===== src/verilog/tpwm_pkg.sv =====
// Shared constants and encodings for the four-channel PWM timer.
// Assumes a single synchronous clock domain and byte-wide software writes.
package tpwm_pkg;
  localparam int TPWM_CHANNELS = 4;
  localparam int TPWM_WIDTH = 16;
  localparam logic [15:0] TPWM_MOD_RESET = 16'hFFFF;
  localparam logic [15:0] TPWM_CNT_RESET = 16'h0000;
  localparam logic [15:0] TPWM_CMP_RESET = 16'h0000;
  localparam logic [6:0] TPWM_PRE_RESET = 7'h00;
  localparam logic [2:0] TPWM_PS_EXT = 3'h7;
  // Mode select pair encodings.
  localparam logic [1:0] TPWM_MS_UNBUF = 2'h1;
  localparam logic [1:0] TPWM_MS_BUF = 2'h2;
  // Edge/level select pair encodings.
  localparam logic [1:0] TPWM_ELS_TOGGLE = 2'h1;
  localparam logic [1:0] TPWM_ELS_CLEAR = 2'h2;
  localparam logic [1:0] TPWM_ELS_SET = 2'h3;
  // Byte selects for split 16-bit writes.
  localparam int TPWM_BYTE_HI = 1;
  localparam int TPWM_BYTE_LO = 0;
endpackage : tpwm_pkg


===== src/verilog/tpwm_prescaler.sv =====
// Clock prescaler: produces a one-cycle counter tick at the selected division.
// Assumes ext_tick is already a synchronous one-cycle pulse.
module tpwm_prescaler
  import tpwm_pkg::*;
(
  input wire logic clk_sys,
  input wire logic rst,
  input wire logic clear,
  input wire logic run,
  input wire logic [2:0] prescale_select,
  input wire logic ext_tick,
  output logic tick
);
  typedef struct packed {
    logic [6:0] div;
  } tpwm_pre_state_t;

  tpwm_pre_state_t s_q;
  tpwm_pre_state_t s_d;
  logic [6:0] mask;

  always_comb
  begin
    s_d = s_q;
    mask = 7'((8'h01 << prescale_select) - 8'h01);
    tick = 1'b0;
    if (clear)
    begin
      s_d.div = TPWM_PRE_RESET;
    end
    else if (run)
    begin
      if (prescale_select == TPWM_PS_EXT)
      begin
        tick = ext_tick;
      end
      else
      begin
        tick = (s_q.div & mask) == mask;
        s_d.div = tick ? TPWM_PRE_RESET : 7'(s_q.div + 7'h01);
      end
    end
  end

  always_ff @(posedge clk_sys or posedge rst)
  begin
    if (rst)
    begin
      s_q <= '{div: TPWM_PRE_RESET};
    end
    else
    begin
      s_q <= s_d;
    end
  end
endmodule : tpwm_prescaler


===== src/verilog/tpwm_byte_reg.sv =====
// A 16-bit register written as a high and a low byte.
// Assumes the writer pulses one byte strobe per cycle.
module tpwm_byte_reg
  import tpwm_pkg::*;
#(
  parameter logic [15:0] RESET_VALUE = 16'h0000
)
(
  input wire logic clk_sys,
  input wire logic rst,
  input wire logic wr_hi,
  input wire logic wr_lo,
  input wire logic [7:0] wr_data,
  output logic [15:0] value,
  output logic hi_pending
);
  typedef struct packed {
    logic [15:0] value;
    logic pend;
  } tpwm_breg_state_t;

  tpwm_breg_state_t s_q;
  tpwm_breg_state_t s_d;

  always_comb
  begin
    s_d = s_q;
    if (wr_hi)
    begin
      s_d.value[15:8] = wr_data;
      s_d.pend = 1'b1;
    end
    if (wr_lo)
    begin
      s_d.value[7:0] = wr_data;
      s_d.pend = 1'b0;
    end
  end

  assign value = s_q.value;
  assign hi_pending = s_q.pend;

  always_ff @(posedge clk_sys or posedge rst)
  begin
    if (rst)
    begin
      s_q <= '{value: RESET_VALUE, pend: 1'b0};
    end
    else
    begin
      s_q <= s_d;
    end
  end
endmodule : tpwm_byte_reg


===== src/verilog/timer_pwm_channels.sv =====
// Four-channel 16-bit timer with PWM, output compare and linked-pair buffering.
// Assumes all control inputs are synchronous to clk_sys and write strobes are one-cycle pulses.
//
// Overview of operation
// - Toggle-on-overflow toggles channel pin when counter rolls over from modulo value to zero.
// - Pulse width runs from overflow to compare match on channel value.
// - Period equals modulo plus one counter ticks at selected prescale.
// - Compare value 0x80 with modulo 0xFF gives half duty.
// - Unbuffered channels compare against live channel register directly.
// - Channel flag at pulse end, overflow flag at period end.
// - Pair 0/1 buffer enable links channels, output on pin 0, ch0 first.
// - Writing other channel of pair takes control at next overflow.
// - Lower channel controls pair; upper control unused, upper pin released.
// - Pair 2/3 buffer enable links channels, output on pin 2, ch2 first.
// - Mode select 0:1 unbuffered, 1:0 buffered.
// - Edge/level 1:0 clears on compare, 1:1 sets on compare.
// - Buffer enable of channels 0 and 2 overrides lower mode bit.
// - Without toggle-on-overflow, clear-on-compare re-forces pin low, giving zero duty.
// - Max-duty set with toggle-on-overflow clear drives full duty.
// - Overflow flag set on rollover to zero; interrupt when enabled.
// - Channel flag set on compare; interrupt when channel enable set.
// - On the tick at modulo value, set overflow flag and restart from zero.
// - Counter reset bit clears counter and prescaler, touches nothing else.
// - Modulo high-byte write inhibits overflow flag until low byte written.
////////////////////////////////////////////////////////////////////////////////
module timer_pwm_channels
  import tpwm_pkg::*;
#(
  parameter int NCH = TPWM_CHANNELS
)
(
  input wire logic clk_sys,
  input wire logic rst,
  input wire logic counter_stop,
  input wire logic counter_reset,
  input wire logic [2:0] prescale_select,
  input wire logic ext_clock_tick,
  input wire logic overflow_irq_enable,
  input wire logic overflow_flag_clear,
  input wire logic modulo_wr_hi,
  input wire logic modulo_wr_lo,
  input wire logic [7:0] wr_data,
  input wire logic [NCH-1:0] compare_wr_hi,
  input wire logic [NCH-1:0] compare_wr_lo,
  input wire logic [2*NCH-1:0] channel_mode_select,
  input wire logic [2*NCH-1:0] edge_level_select,
  input wire logic [NCH-1:0] toggle_on_overflow,
  input wire logic [NCH-1:0] channel_max_duty,
  input wire logic [NCH-1:0] channel_irq_enable,
  input wire logic [NCH-1:0] channel_flag_clear,
  output logic [15:0] counter_value,
  output logic overflow_flag,
  output logic overflow_irq,
  output logic [NCH-1:0] channel_flag,
  output logic [NCH-1:0] channel_irq,
  output logic [NCH-1:0] channel_pin_out,
  output logic [NCH-1:0] channel_pin_oe
);
  typedef struct packed {
    logic [15:0] count;
    logic ovf_flag;
    logic ovf_irq;
    logic [NCH-1:0] ch_flag;
    logic [NCH-1:0] ch_irq;
    logic [NCH-1:0] pin;
    logic [NCH-1:0] oe;
    logic [1:0] sel_upper;
    logic [1:0] pend_upper;
    logic [1:0] pend_lower;
  } tpwm_state_t;

  tpwm_state_t s_q;
  tpwm_state_t s_d;

  logic tick;
  logic [15:0] modulo_value;
  logic modulo_hi_pending;
  logic [15:0] compare_value [NCH];
  logic [NCH-1:0] compare_hi_pending;
  logic [NCH-1:0] compare_wr_done;
  logic [NCH-1:0] linked;
  logic [NCH-1:0] active;
  logic [15:0] eff_cmp [NCH];
  logic [NCH/2-1:0] pair_buf;
  logic at_modulo;
  logic overflow_evt;
  logic [15:0] cnt_next;
  logic [NCH-1:0] cmp_hit;
  logic [NCH-1:0] ovf_toggle;
  logic [NCH-1:0] force_full;

  ////////////////////////////////////////////////////////////////////////////////
  // prescaler clear
  tpwm_prescaler u_pre (
    .clk_sys(clk_sys),
    .rst(rst),
    .clear(counter_reset),
    .run(~counter_stop),
    .prescale_select(prescale_select),
    .ext_tick(ext_clock_tick),
    .tick(tick)
  );

  tpwm_byte_reg #(.RESET_VALUE(TPWM_MOD_RESET)) u_mod (
    .clk_sys(clk_sys),
    .rst(rst),
    .wr_hi(modulo_wr_hi),
    .wr_lo(modulo_wr_lo),
    .wr_data(wr_data),
    .value(modulo_value),
    .hi_pending(modulo_hi_pending)
  );

  genvar gi;
  generate
    for (gi = 0; gi < NCH; gi++)
    begin : g_cmp
      tpwm_byte_reg #(.RESET_VALUE(TPWM_CMP_RESET)) u_cmp (
        .clk_sys(clk_sys),
        .rst(rst),
        .wr_hi(compare_wr_hi[gi]),
        .wr_lo(compare_wr_lo[gi]),
        .wr_data(wr_data),
        .value(compare_value[gi]),
        .hi_pending(compare_hi_pending[gi])
      );
      assign compare_wr_done[gi] = compare_wr_lo[gi] | compare_wr_hi[gi];

      assign linked[gi] = pair_buf[gi/2];
      if ((gi % 2) == 0)
      begin : g_lower
        // The buffer enable is the high mode bit of the lower channel and beats its low bit.
        assign pair_buf[gi/2] = channel_mode_select[2*gi+1];
        assign active[gi] = linked[gi] || (channel_mode_select[2*gi+:2] == TPWM_MS_UNBUF);
        assign eff_cmp[gi] = (linked[gi] && s_q.sel_upper[gi/2]) ? compare_value[gi+1]
          : compare_value[gi];
      end
      else
      begin : g_upper
        assign active[gi] = !linked[gi] && (channel_mode_select[2*gi+:2] == TPWM_MS_UNBUF);
        assign eff_cmp[gi] = compare_value[gi];
      end

      // match on reach
      // Matching on the next count makes a compare value of N give exactly N ticks of pulse.
      assign cmp_hit[gi] = active[gi] & tick & (cnt_next == eff_cmp[gi]);
      assign ovf_toggle[gi] = active[gi] & overflow_evt & toggle_on_overflow[gi];
      assign force_full[gi] = active[gi] & channel_max_duty[gi] & ~toggle_on_overflow[gi];
    end
  endgenerate

  ////////////////////////////////////////////////////////////////////////////////
  // modulo match
  assign at_modulo = (s_q.count == modulo_value);
  assign overflow_evt = tick & at_modulo;

  // next count
  // The prescaler holds tick low during a counter reset, so the clear always wins.
  always_comb
  begin
    cnt_next = s_q.count;
    if (counter_reset)
    begin
      cnt_next = TPWM_CNT_RESET;
    end
    else if (tick)
    begin
      cnt_next = at_modulo ? TPWM_CNT_RESET : 16'(s_q.count + 16'h0001);
    end
  end

  ////////////////////////////////////////////////////////////////////////////////
  always_comb
  begin
    s_d = s_q;
    s_d.count = cnt_next;

    // overflow flag, set wins over clear
    if (overflow_flag_clear)
    begin
      s_d.ovf_flag = 1'b0;
    end
    if (overflow_evt && !modulo_hi_pending)
    begin
      s_d.ovf_flag = 1'b1;
    end
    s_d.ovf_irq = s_d.ovf_flag & overflow_irq_enable;

    for (int p = 0; p < NCH / 2; p++)
    begin
      if (!pair_buf[p])
      begin
        s_d.sel_upper[p] = 1'b0;
        s_d.pend_upper[p] = 1'b0;
        s_d.pend_lower[p] = 1'b0;
      end
      else
      begin
        if (compare_wr_done[2*p+1])
        begin
          s_d.pend_upper[p] = 1'b1;
          s_d.pend_lower[p] = 1'b0;
        end
        if (compare_wr_done[2*p])
        begin
          s_d.pend_lower[p] = 1'b1;
          s_d.pend_upper[p] = 1'b0;
        end
        if (overflow_evt && s_q.pend_upper[p])
        begin
          s_d.sel_upper[p] = 1'b1;
          s_d.pend_upper[p] = 1'b0;
        end
        else if (overflow_evt && s_q.pend_lower[p])
        begin
          s_d.sel_upper[p] = 1'b0;
          s_d.pend_lower[p] = 1'b0;
        end
      end
    end

    for (int i = 0; i < NCH; i++)
    begin
      s_d.oe[i] = active[i];
      if (cmp_hit[i])
      begin
        case (edge_level_select[2*i+:2])
          TPWM_ELS_CLEAR: s_d.pin[i] = 1'b0;
          TPWM_ELS_SET: s_d.pin[i] = 1'b1;
          TPWM_ELS_TOGGLE: s_d.pin[i] = ~s_q.pin[i];
          default: s_d.pin[i] = s_q.pin[i];
        endcase
      end
      if (ovf_toggle[i])
      begin
        s_d.pin[i] = ~s_d.pin[i];
      end
      if (force_full[i])
      begin
        s_d.pin[i] = 1'b1;
      end
      // channel flag, set wins over clear
      if (channel_flag_clear[i])
      begin
        s_d.ch_flag[i] = 1'b0;
      end
      if (cmp_hit[i])
      begin
        s_d.ch_flag[i] = 1'b1;
      end
      s_d.ch_irq[i] = s_d.ch_flag[i] & channel_irq_enable[i];
    end
  end

  assign counter_value = s_q.count;
  assign overflow_flag = s_q.ovf_flag;
  assign overflow_irq = s_q.ovf_irq;
  assign channel_flag = s_q.ch_flag;
  assign channel_irq = s_q.ch_irq;
  assign channel_pin_out = s_q.pin;
  assign channel_pin_oe = s_q.oe;

  always_ff @(posedge clk_sys or posedge rst)
  begin
    if (rst)
    begin
      s_q <= '0;
    end
    else
    begin
      s_q <= s_d;
    end
  end
endmodule : timer_pwm_channels


===== config.mk =====
export PLATFORM = sky130hd
export DESIGN_NAME = timer_pwm_channels
export DESIGN_NICKNAME = d
export VERILOG_FILES = /design/src/verilog/tpwm_pkg.sv /design/src/verilog/tpwm_prescaler.sv /design/src/verilog/tpwm_byte_reg.sv /design/src/verilog/timer_pwm_channels.sv
export SDC_FILE = /design/constraint.sdc
export NUM_CORES = 1
export LEC_CHECK = 0
export ABC_AREA = 1
export BUFFER_PORTS_ARGS = -buffer_cell sky130_fd_sc_hd__buf_2
export CAP_MARGIN = 25
export CORE_MARGIN = 2
export CORE_UTILIZATION = 64
export CTS_BUF_LIST = sky130_fd_sc_hd__clkbuf_16
export CTS_CLUSTER_SIZE = 12
export DETAILED_ROUTE_END_ITERATION = 6
export GPL_ROUTABILITY_DRIVEN = 1
export PLACE_DENSITY = 0.91
export REMOVE_ABC_BUFFERS = 1
export SYNTH_ARGS = -nofsm -noshare
export SYNTH_HDL_FRONTEND = slang
export SYNTH_SLANG_ARGS = --single-unit

===== constraint.sdc =====
create_clock -name clk_sys -period 7.2 [get_ports clk_sys]
set_input_delay 0.36 -clock clk_sys [delete_from_list [all_inputs] [get_ports clk_sys]]
set_output_delay 0.36 -clock clk_sys [all_outputs]
set_load 0.005 [all_outputs]

==> impl_metrics.ini, run 1 <==
[synthesis]
synth_seq_cells = 128
netlist_instances = 1208
async_reset_ff_share_pct = 100.0
syn_area_per_cell_um2 = 6.818
synth_edf_count = 0
ys_top_cells_by_area = dfrtp_1, nand2_1, inv_1
yosysSeqAreaShare_pct = 39.13
synth_cell_types = 32
synth_ff_type = dfrtp_1
synth.largest_area_cell = dfrtp_1
yosys_warnings = 0
syn-cell-area_um2 = 8237
netlist.area_leader.share_pct = 34.03

[setup_path]
cp.arrival_ps = 3800
endpoint_kind = flop
cp-start-kind = input port
critPathMaxFanout = 21
worstPathRequired_ps = 7510
setup.worst_path.class = input port to flop

[power]
ir_drop_uv = 170.6
p_leak_nw = 5.058
p_total_mw = 1.802
powerDensity_nw_per_um2 = 199.8

[layout]
final_layout_size_suffix_gt1_share_pct = 14.60
area_growth_pct = 9.494
antenna_cells = 0
layout.nets = 1312

[placed_design]
hpwl_um = 15690
place_congestion = 0.9602
port_buffers = 93

[routing]
viasPerCell = 5.638
wl_per_cell_um = 15.66
drc = 0
drt_pass1_iterations = 6
drt_wl_total_um = 22430
ant_nets = 0
vias = 8074
dr.first_iter.drc_count = 1226

[timing]
rsz0062_at_grt = false
hold_viol = 0
drv_slew = 0
fin_crit_ps = 3490
relSlewSlack_pct = 29.06
tightest_slew_ps = 1061
finalSetupViolCount = 0
timing.setup.tns_ps = 0
min_period_over_period_pct = 48.47
fmax_ghz = 0.2866
finalClockSkew_ps = 5.871

[run_status]
status = complete, no violations

[die]
placementRows = 41
dieHeight_um = 117.4
io_pins = 94
die_w_um = 117.4
die_area_um2 = 13790
start_util_pct = 65.54
core_area_um2 = 12570

[clock_network]
clock-root-buffer = clkbuf_16
cts-hold-fix-buffers = 0
clk_path_buf_depth = 2
postCtsSetupBuffers = 0
cts_buffers = 17
htree_levels = 4
cts_resized = 0
clkLatencyLatePin_ps = 430
cts_tree = yes
clk_pin_slew_ps = 50
cts_sinks = 128

[job]
drv_cap = 0

[global_route]
grt_max_degree = 77
grt_pass1_wl_um = 36670
grtUsageTotal_pct = 33.21
antenna_found_initial = 0
grt_pass1_vias = 7541
overflow = 0

[worst_hold_path]
hold_class = input port to async pin
==> critical path, stage by stage <==
cell	delay, ps
buf_2	140
nor2_2	170
nand2_1	70
ha_1	270
inv_1	40
nand2_1	60
nand3_1	70
nor2_1	140
nand2_1	120
o21ai_4	430
nand2_4	420
nor2_1	600
inv_1	330
nor3_1	340
inv_1	80
nand2_1	70
nand3_1	60
==> cell usage in the layout (no fill, tap or decap), drive strengths merged <==
| master | synthesis | final |
|---|---|---|
| a21boi | 4 | 4 |
| a21oi | 6 | 6 |
| and2 | 1 | 1 |
| buf | 46 | 96 |
| clkbuf | 28 | 17 |
| clkinv | 0 | 8 |
| clkinvlp | 0 | 2 |
| dfrtp | 112 | 112 |
| dfstp | 16 | 16 |
| ha | 3 | 3 |
| inv | 199 | 202 |
| nand2 | 411 | 411 |
| nand3 | 69 | 69 |
| nand3b | 1 | 1 |
| nand4 | 64 | 64 |
| nor2 | 91 | 91 |
| nor3 | 7 | 7 |
| o21ai | 120 | 120 |
| o22ai | 6 | 6 |
| o311ai | 2 | 2 |
| or2 | 2 | 2 |
| xnor2 | 3 | 3 |
| xor2 | 17 | 17 |
==> logic make-up (layout without fill, tap and decap cells) <==
group | after synthesis | count (layout) | synth area share [%]
AND/OR/NAND/NOR | 646 | 646 | 35.18
AO/OA/AOI/OAI | 138 | 138 | 8.826
XOR/XNOR | 20 | 20 | 2.127
adder cells (fa/ha/maj) | 3 | 3 | 0.4558
flip-flops | 128 | 128 | 39.13
buffers and inverters | 273 | 325 | 14.28
==> area by class of cell <==
| type | instances | area, um2 |
|---|---|---|
| multi-input combinational | 807 | 3837 |
| clock buffer | 17 | 425.4 |
| inverter | 199 | 749.5 |
| fill | 954 | 3550 |
| tap | 172 | 215.2 |
| clock inverter | 13 | 60.06 |
| timing repair buffer | 96 | 508.0 |
| sequential | 128 | 3223 |
==> metrics by stage <==
step                      hold WS [ps]  worst slack (ps)  cell area [um2]  util (%)  instances
after floorplan                  426.4              3454             7807         -       1134
after CTS                        120.9              3847             8991     71.54       1431
after detailed placement         487.1              3557             8506     67.68       1401
final                            83.82              3710             9019     71.76       1432
after global routing             140.2              3463             9019     71.76       1432
after global placement           476.3              3725             8506     67.68       1401
==> state kept, by name (all words and copies together) (netlist names) <==
| name | cells |
|---|---|
| overflow_irq | 1 |
| s_q | 6 |
| channel_flag | 4 |
| u_pre.s_q | 7 |
| counter_value | 16 |
| channel_pin_oe | 4 |
| channel_pin_out | 4 |
| u_mod.value | 16 |
| u_mod.hi_pending | 1 |
| g_cmp.u_cmp.value | 64 |
| channel_irq | 4 |
| overflow_flag | 1 |
==> power breakdown <==
part	switching, mW	internal [mW]	leakage, nW
registers	0.0291	0.773	1.58
logic	0.189	0.0859	3.23
clock network	0.304	0.421	0.245
==> worst paths after layout <==
| kind | slack, ps | endpoint | depth (start not counted) | from |
|---|---|---|---|---|
| worst max-delay path | 3710 | channel_pin_out[0] | 17 | prescale_select[1] |
| worst min-delay path | 80 | u_pre.s_q[5] | 2 | rst |
| worst max register to register | 3870 | channel_pin_out[0] | 13 | u_pre.s_q[3] |
| worst min register to register | 490 | u_mod.value[3] | 2 | u_mod.value[3] |
| max in group asynchronous | 5790 | g_cmp[3].u_cmp.value[15] | 3 | rst |
| min in group clk_sys | 140 | overflow_flag | 2 | overflow_flag_clear |
==> synth_stat cells (5+ instances only) <==
library cell / number
nand4_1: 64
nand3_1: 53
o21ai_0: 118
nor2_1: 83
nor2_2: 8
inv_1: 195
nand3_2: 16
a21oi_1: 6
nor3_1: 6
clkbuf_1: 28
buf_4: 33
xor2_1: 17
buf_1: 6
nand2_2: 5
nand2_1: 395
dfrtp_1: 112
o22ai_1: 6
nand2_4: 11
dfstp_2: 16
==> layer usage <==
layer	global-route usage (%)	vias up	part of all wire, %
met4	12.12	0	2.7
met5	0	-	0
met1	45.69	3687	40
li1	-	3837	-
met3	6.955	64	11
met2	52.19	486	46
Power figures use the tool's default switching activity.
==> run 2, diff against run 1 <==
--- a/config.mk
+++ b/config.mk
@@ -9,12 +9,12 @@
 export BUFFER_PORTS_ARGS = -buffer_cell sky130_fd_sc_hd__buf_2
 export CAP_MARGIN = 25
 export CORE_MARGIN = 2
-export CORE_UTILIZATION = 64
+export CORE_UTILIZATION = 54
 export CTS_BUF_LIST = sky130_fd_sc_hd__clkbuf_16
 export CTS_CLUSTER_SIZE = 12
 export DETAILED_ROUTE_END_ITERATION = 6
 export GPL_ROUTABILITY_DRIVEN = 1
-export PLACE_DENSITY = 0.91
+export PLACE_DENSITY = 0.83
 export REMOVE_ABC_BUFFERS = 1
 export SYNTH_ARGS = -nofsm -noshare
 export SYNTH_HDL_FRONTEND = slang
==> constraint.sdc (replaced) <==
create_clock -name clk_sys -period 2.89 [get_ports clk_sys]
set_input_delay 0.1445 -clock clk_sys [delete_from_list [all_inputs] [get_ports clk_sys]]
set_output_delay 0.1445 -clock clk_sys [all_outputs]
set_load 0.005 [all_outputs]
==> run 2 against run 1 <==
The run now ends with design-rule violations left. Flip-flop and latch count stayed put. Cell count rose by 5.0%. First-iteration DRC count down 28%. Critical endpoint is now channel_pin_out[3]. Critical path type is now flop to flop.
==> impl_metrics.ini, run 2 (synthesis results as in run 1) <==
[setup_path]
cp_num_buf_inv = 3
r2r_start = u_mod.value[13]
path_cells = inv_1, nand2_1, nand2_1, nor2_1, nand2_1, nor2_4, nand2_4, buf_4, nand2_1, nand3_1, nand3_2, inv_2, nand2_1, nand3_1, nor2_2, nand3_1, nand2_1, nand2_1, nand2_1, nand3_1
cp_slowest_cell = dfstp_2
critPathMaxFanout = 6
worstPathRequired_ps = 3210
cp.arrival_ps = 3040
cp_top_family = simple AND/OR/NAND/NOR gates
crit_top_cell = nand2_1
slowest_delay_ps = 530
endpoint_kind = flop
crit_start = u_mod.value[13]
cp-start-kind = flop
setup.worst_path.class = flop to flop

[worst_hold_path]
hold_class = input port to flop
min_from = channel_mode_select[5]

[job]
drv_cap = 0

[layout]
final_cell_mix = nand2_1, inv_1, o21ai_0
layout.nets = 1366
area_growth_pct = 18.17
final_layout_size_suffix_gt1_share_pct = 19.15
final_common_cell = nand2_1
finalInstanceArea_um2 = 9733
antenna_cells = 0
largest_reg_flops = 64

[clock_network]
clk_path_buf_depth = 2
cts_tree = yes
clock-root-buffer = clkbuf_16
cts_sinks = 128
clk_pin_slew_ps = 60
clkLatencyLatePin_ps = 430
htree_levels = 4
cts_buffers = 17

[die]
dieHeight_um = 127.5
core_area_um2 = 15030
die_area_um2 = 16260
io_pins = 94
die_w_um = 127.5
placementRows = 45
start_util_pct = 54.79

[timing]
finalClockSkew_ps = 8.626
finalSetupViolCount = 0
relSlewSlack_pct = 45.09
hold_viol = 0
tightest_slew_ps = 823.6
fin_crit_ps = 2723
fin_ws_ps = 167.4
timing.setup.tns_ps = 0
min_period_over_period_pct = 94.21
timing.hold.ws_ps = 1.619
drv_slew = 0
fmax_ghz = 0.3673

[routing]
drc = 13
drt_wl_total_um = 23820
dr.first_iter.drc_count = 888
drt_pass1_iterations = 7
wl_per_cell_um = 15.84
vias = 8197
viasPerCell = 5.450
ant_nets = 0

[power]
ir_drop_uv = 451.2
p_total_mw = 4.932
p_leak_nw = 5.354
powerDensity_nw_per_um2 = 506.7

[run_status]
status = finished, violations left
violations = design-rule violations

[global_route]
overflow = 0
grt_pass1_vias = 7667
grt_pass1_wl_um = 37610
grt_max_degree = 66
grtUsageTotal_pct = 29.59
antenna_found_initial = 0

[placed_design]
hpwl_um = 16590
preCtsSetupSlack_ps = -83.50
placedInstanceArea_um2 = 8811
place_congestion = 0.9405
port_buffers = 93
## run 2: cell types whose count changed in the layout (fill, tap and decap cells not counted), sizes merged
cell,previous run,this run
nand2,411,412
bufinv,0,3
dlygate4sd3,0,17
clkinvlp,2,5
buf,96,132
clkinv,8,4
## run 2: where the power goes
| group | switching (mW) | internal [mW] | leakage (nW) |
|---|---|---|---|
| logic | 0.496 | 0.253 | 3.50 |
| clock network | 0.840 | 1.35 | 0.284 |
| registers | 0.0705 | 1.93 | 1.57 |
| total | 1.41 | 3.53 | 5.35 |
## run 2: tightest hold or removal path, cell delays in order
cell	delay [ps]
buf_2	130
o21ai_0	80
nor2_1	50
## run 2: area by class of cell
class                           count  area, um2
Clock inverter                     15      171.4
Sequential cell                   128       3231
Inverter                          199      749.5
Multi-Input combinational cell    808       3951
Fill cell                        1236       5300
Tap cell                          188      235.2
Timing Repair Buffer              149      969.7
Clock buffer                       17      425.4
## run 2: final timing paths
path,depth (start not counted),slack [ps],endpoint
max,20,170,channel_pin_out[3]
min,3,2,s_q[1]
max reg2reg,20,170,channel_pin_out[3]
min reg2reg,2,490,u_mod.value[8]
max in group asynchronous,4,1600,g_cmp[2].u_cmp.value[6]
min in group asynchronous,3,430,u_pre.s_q[5]
## run 2: routing by layer
layer	GRT usage [%]	part of all wire [%]	vias up	wire [um]
li1	-	-	3940	-
met1	38.60	42	3796	9943
met2	46.87	46	386	10840
met3	6.575	8.8	75	2086
met4	14.35	4.0	0	947
met5	0	0	-	0
## run 2: repair_timing
item                                    CTS  global route
endpoints found under the setup margin    2            11
buffers inserted                          0             4
cloned                                    0             1
hold buffers                             17             0
pin swaps                                 0             6
resized for setup                         1            32
endpoints found under the hold margin    63             0
## run 2: metrics by stage
stage | instances | utilization [%]
floorplan | 1134 | -
global placement | 1450 | 58.61
detailed placement | 1450 | 58.61
CTS | 1499 | 63.73
global route | 1504 | 64.74
finish | 1504 | 64.74
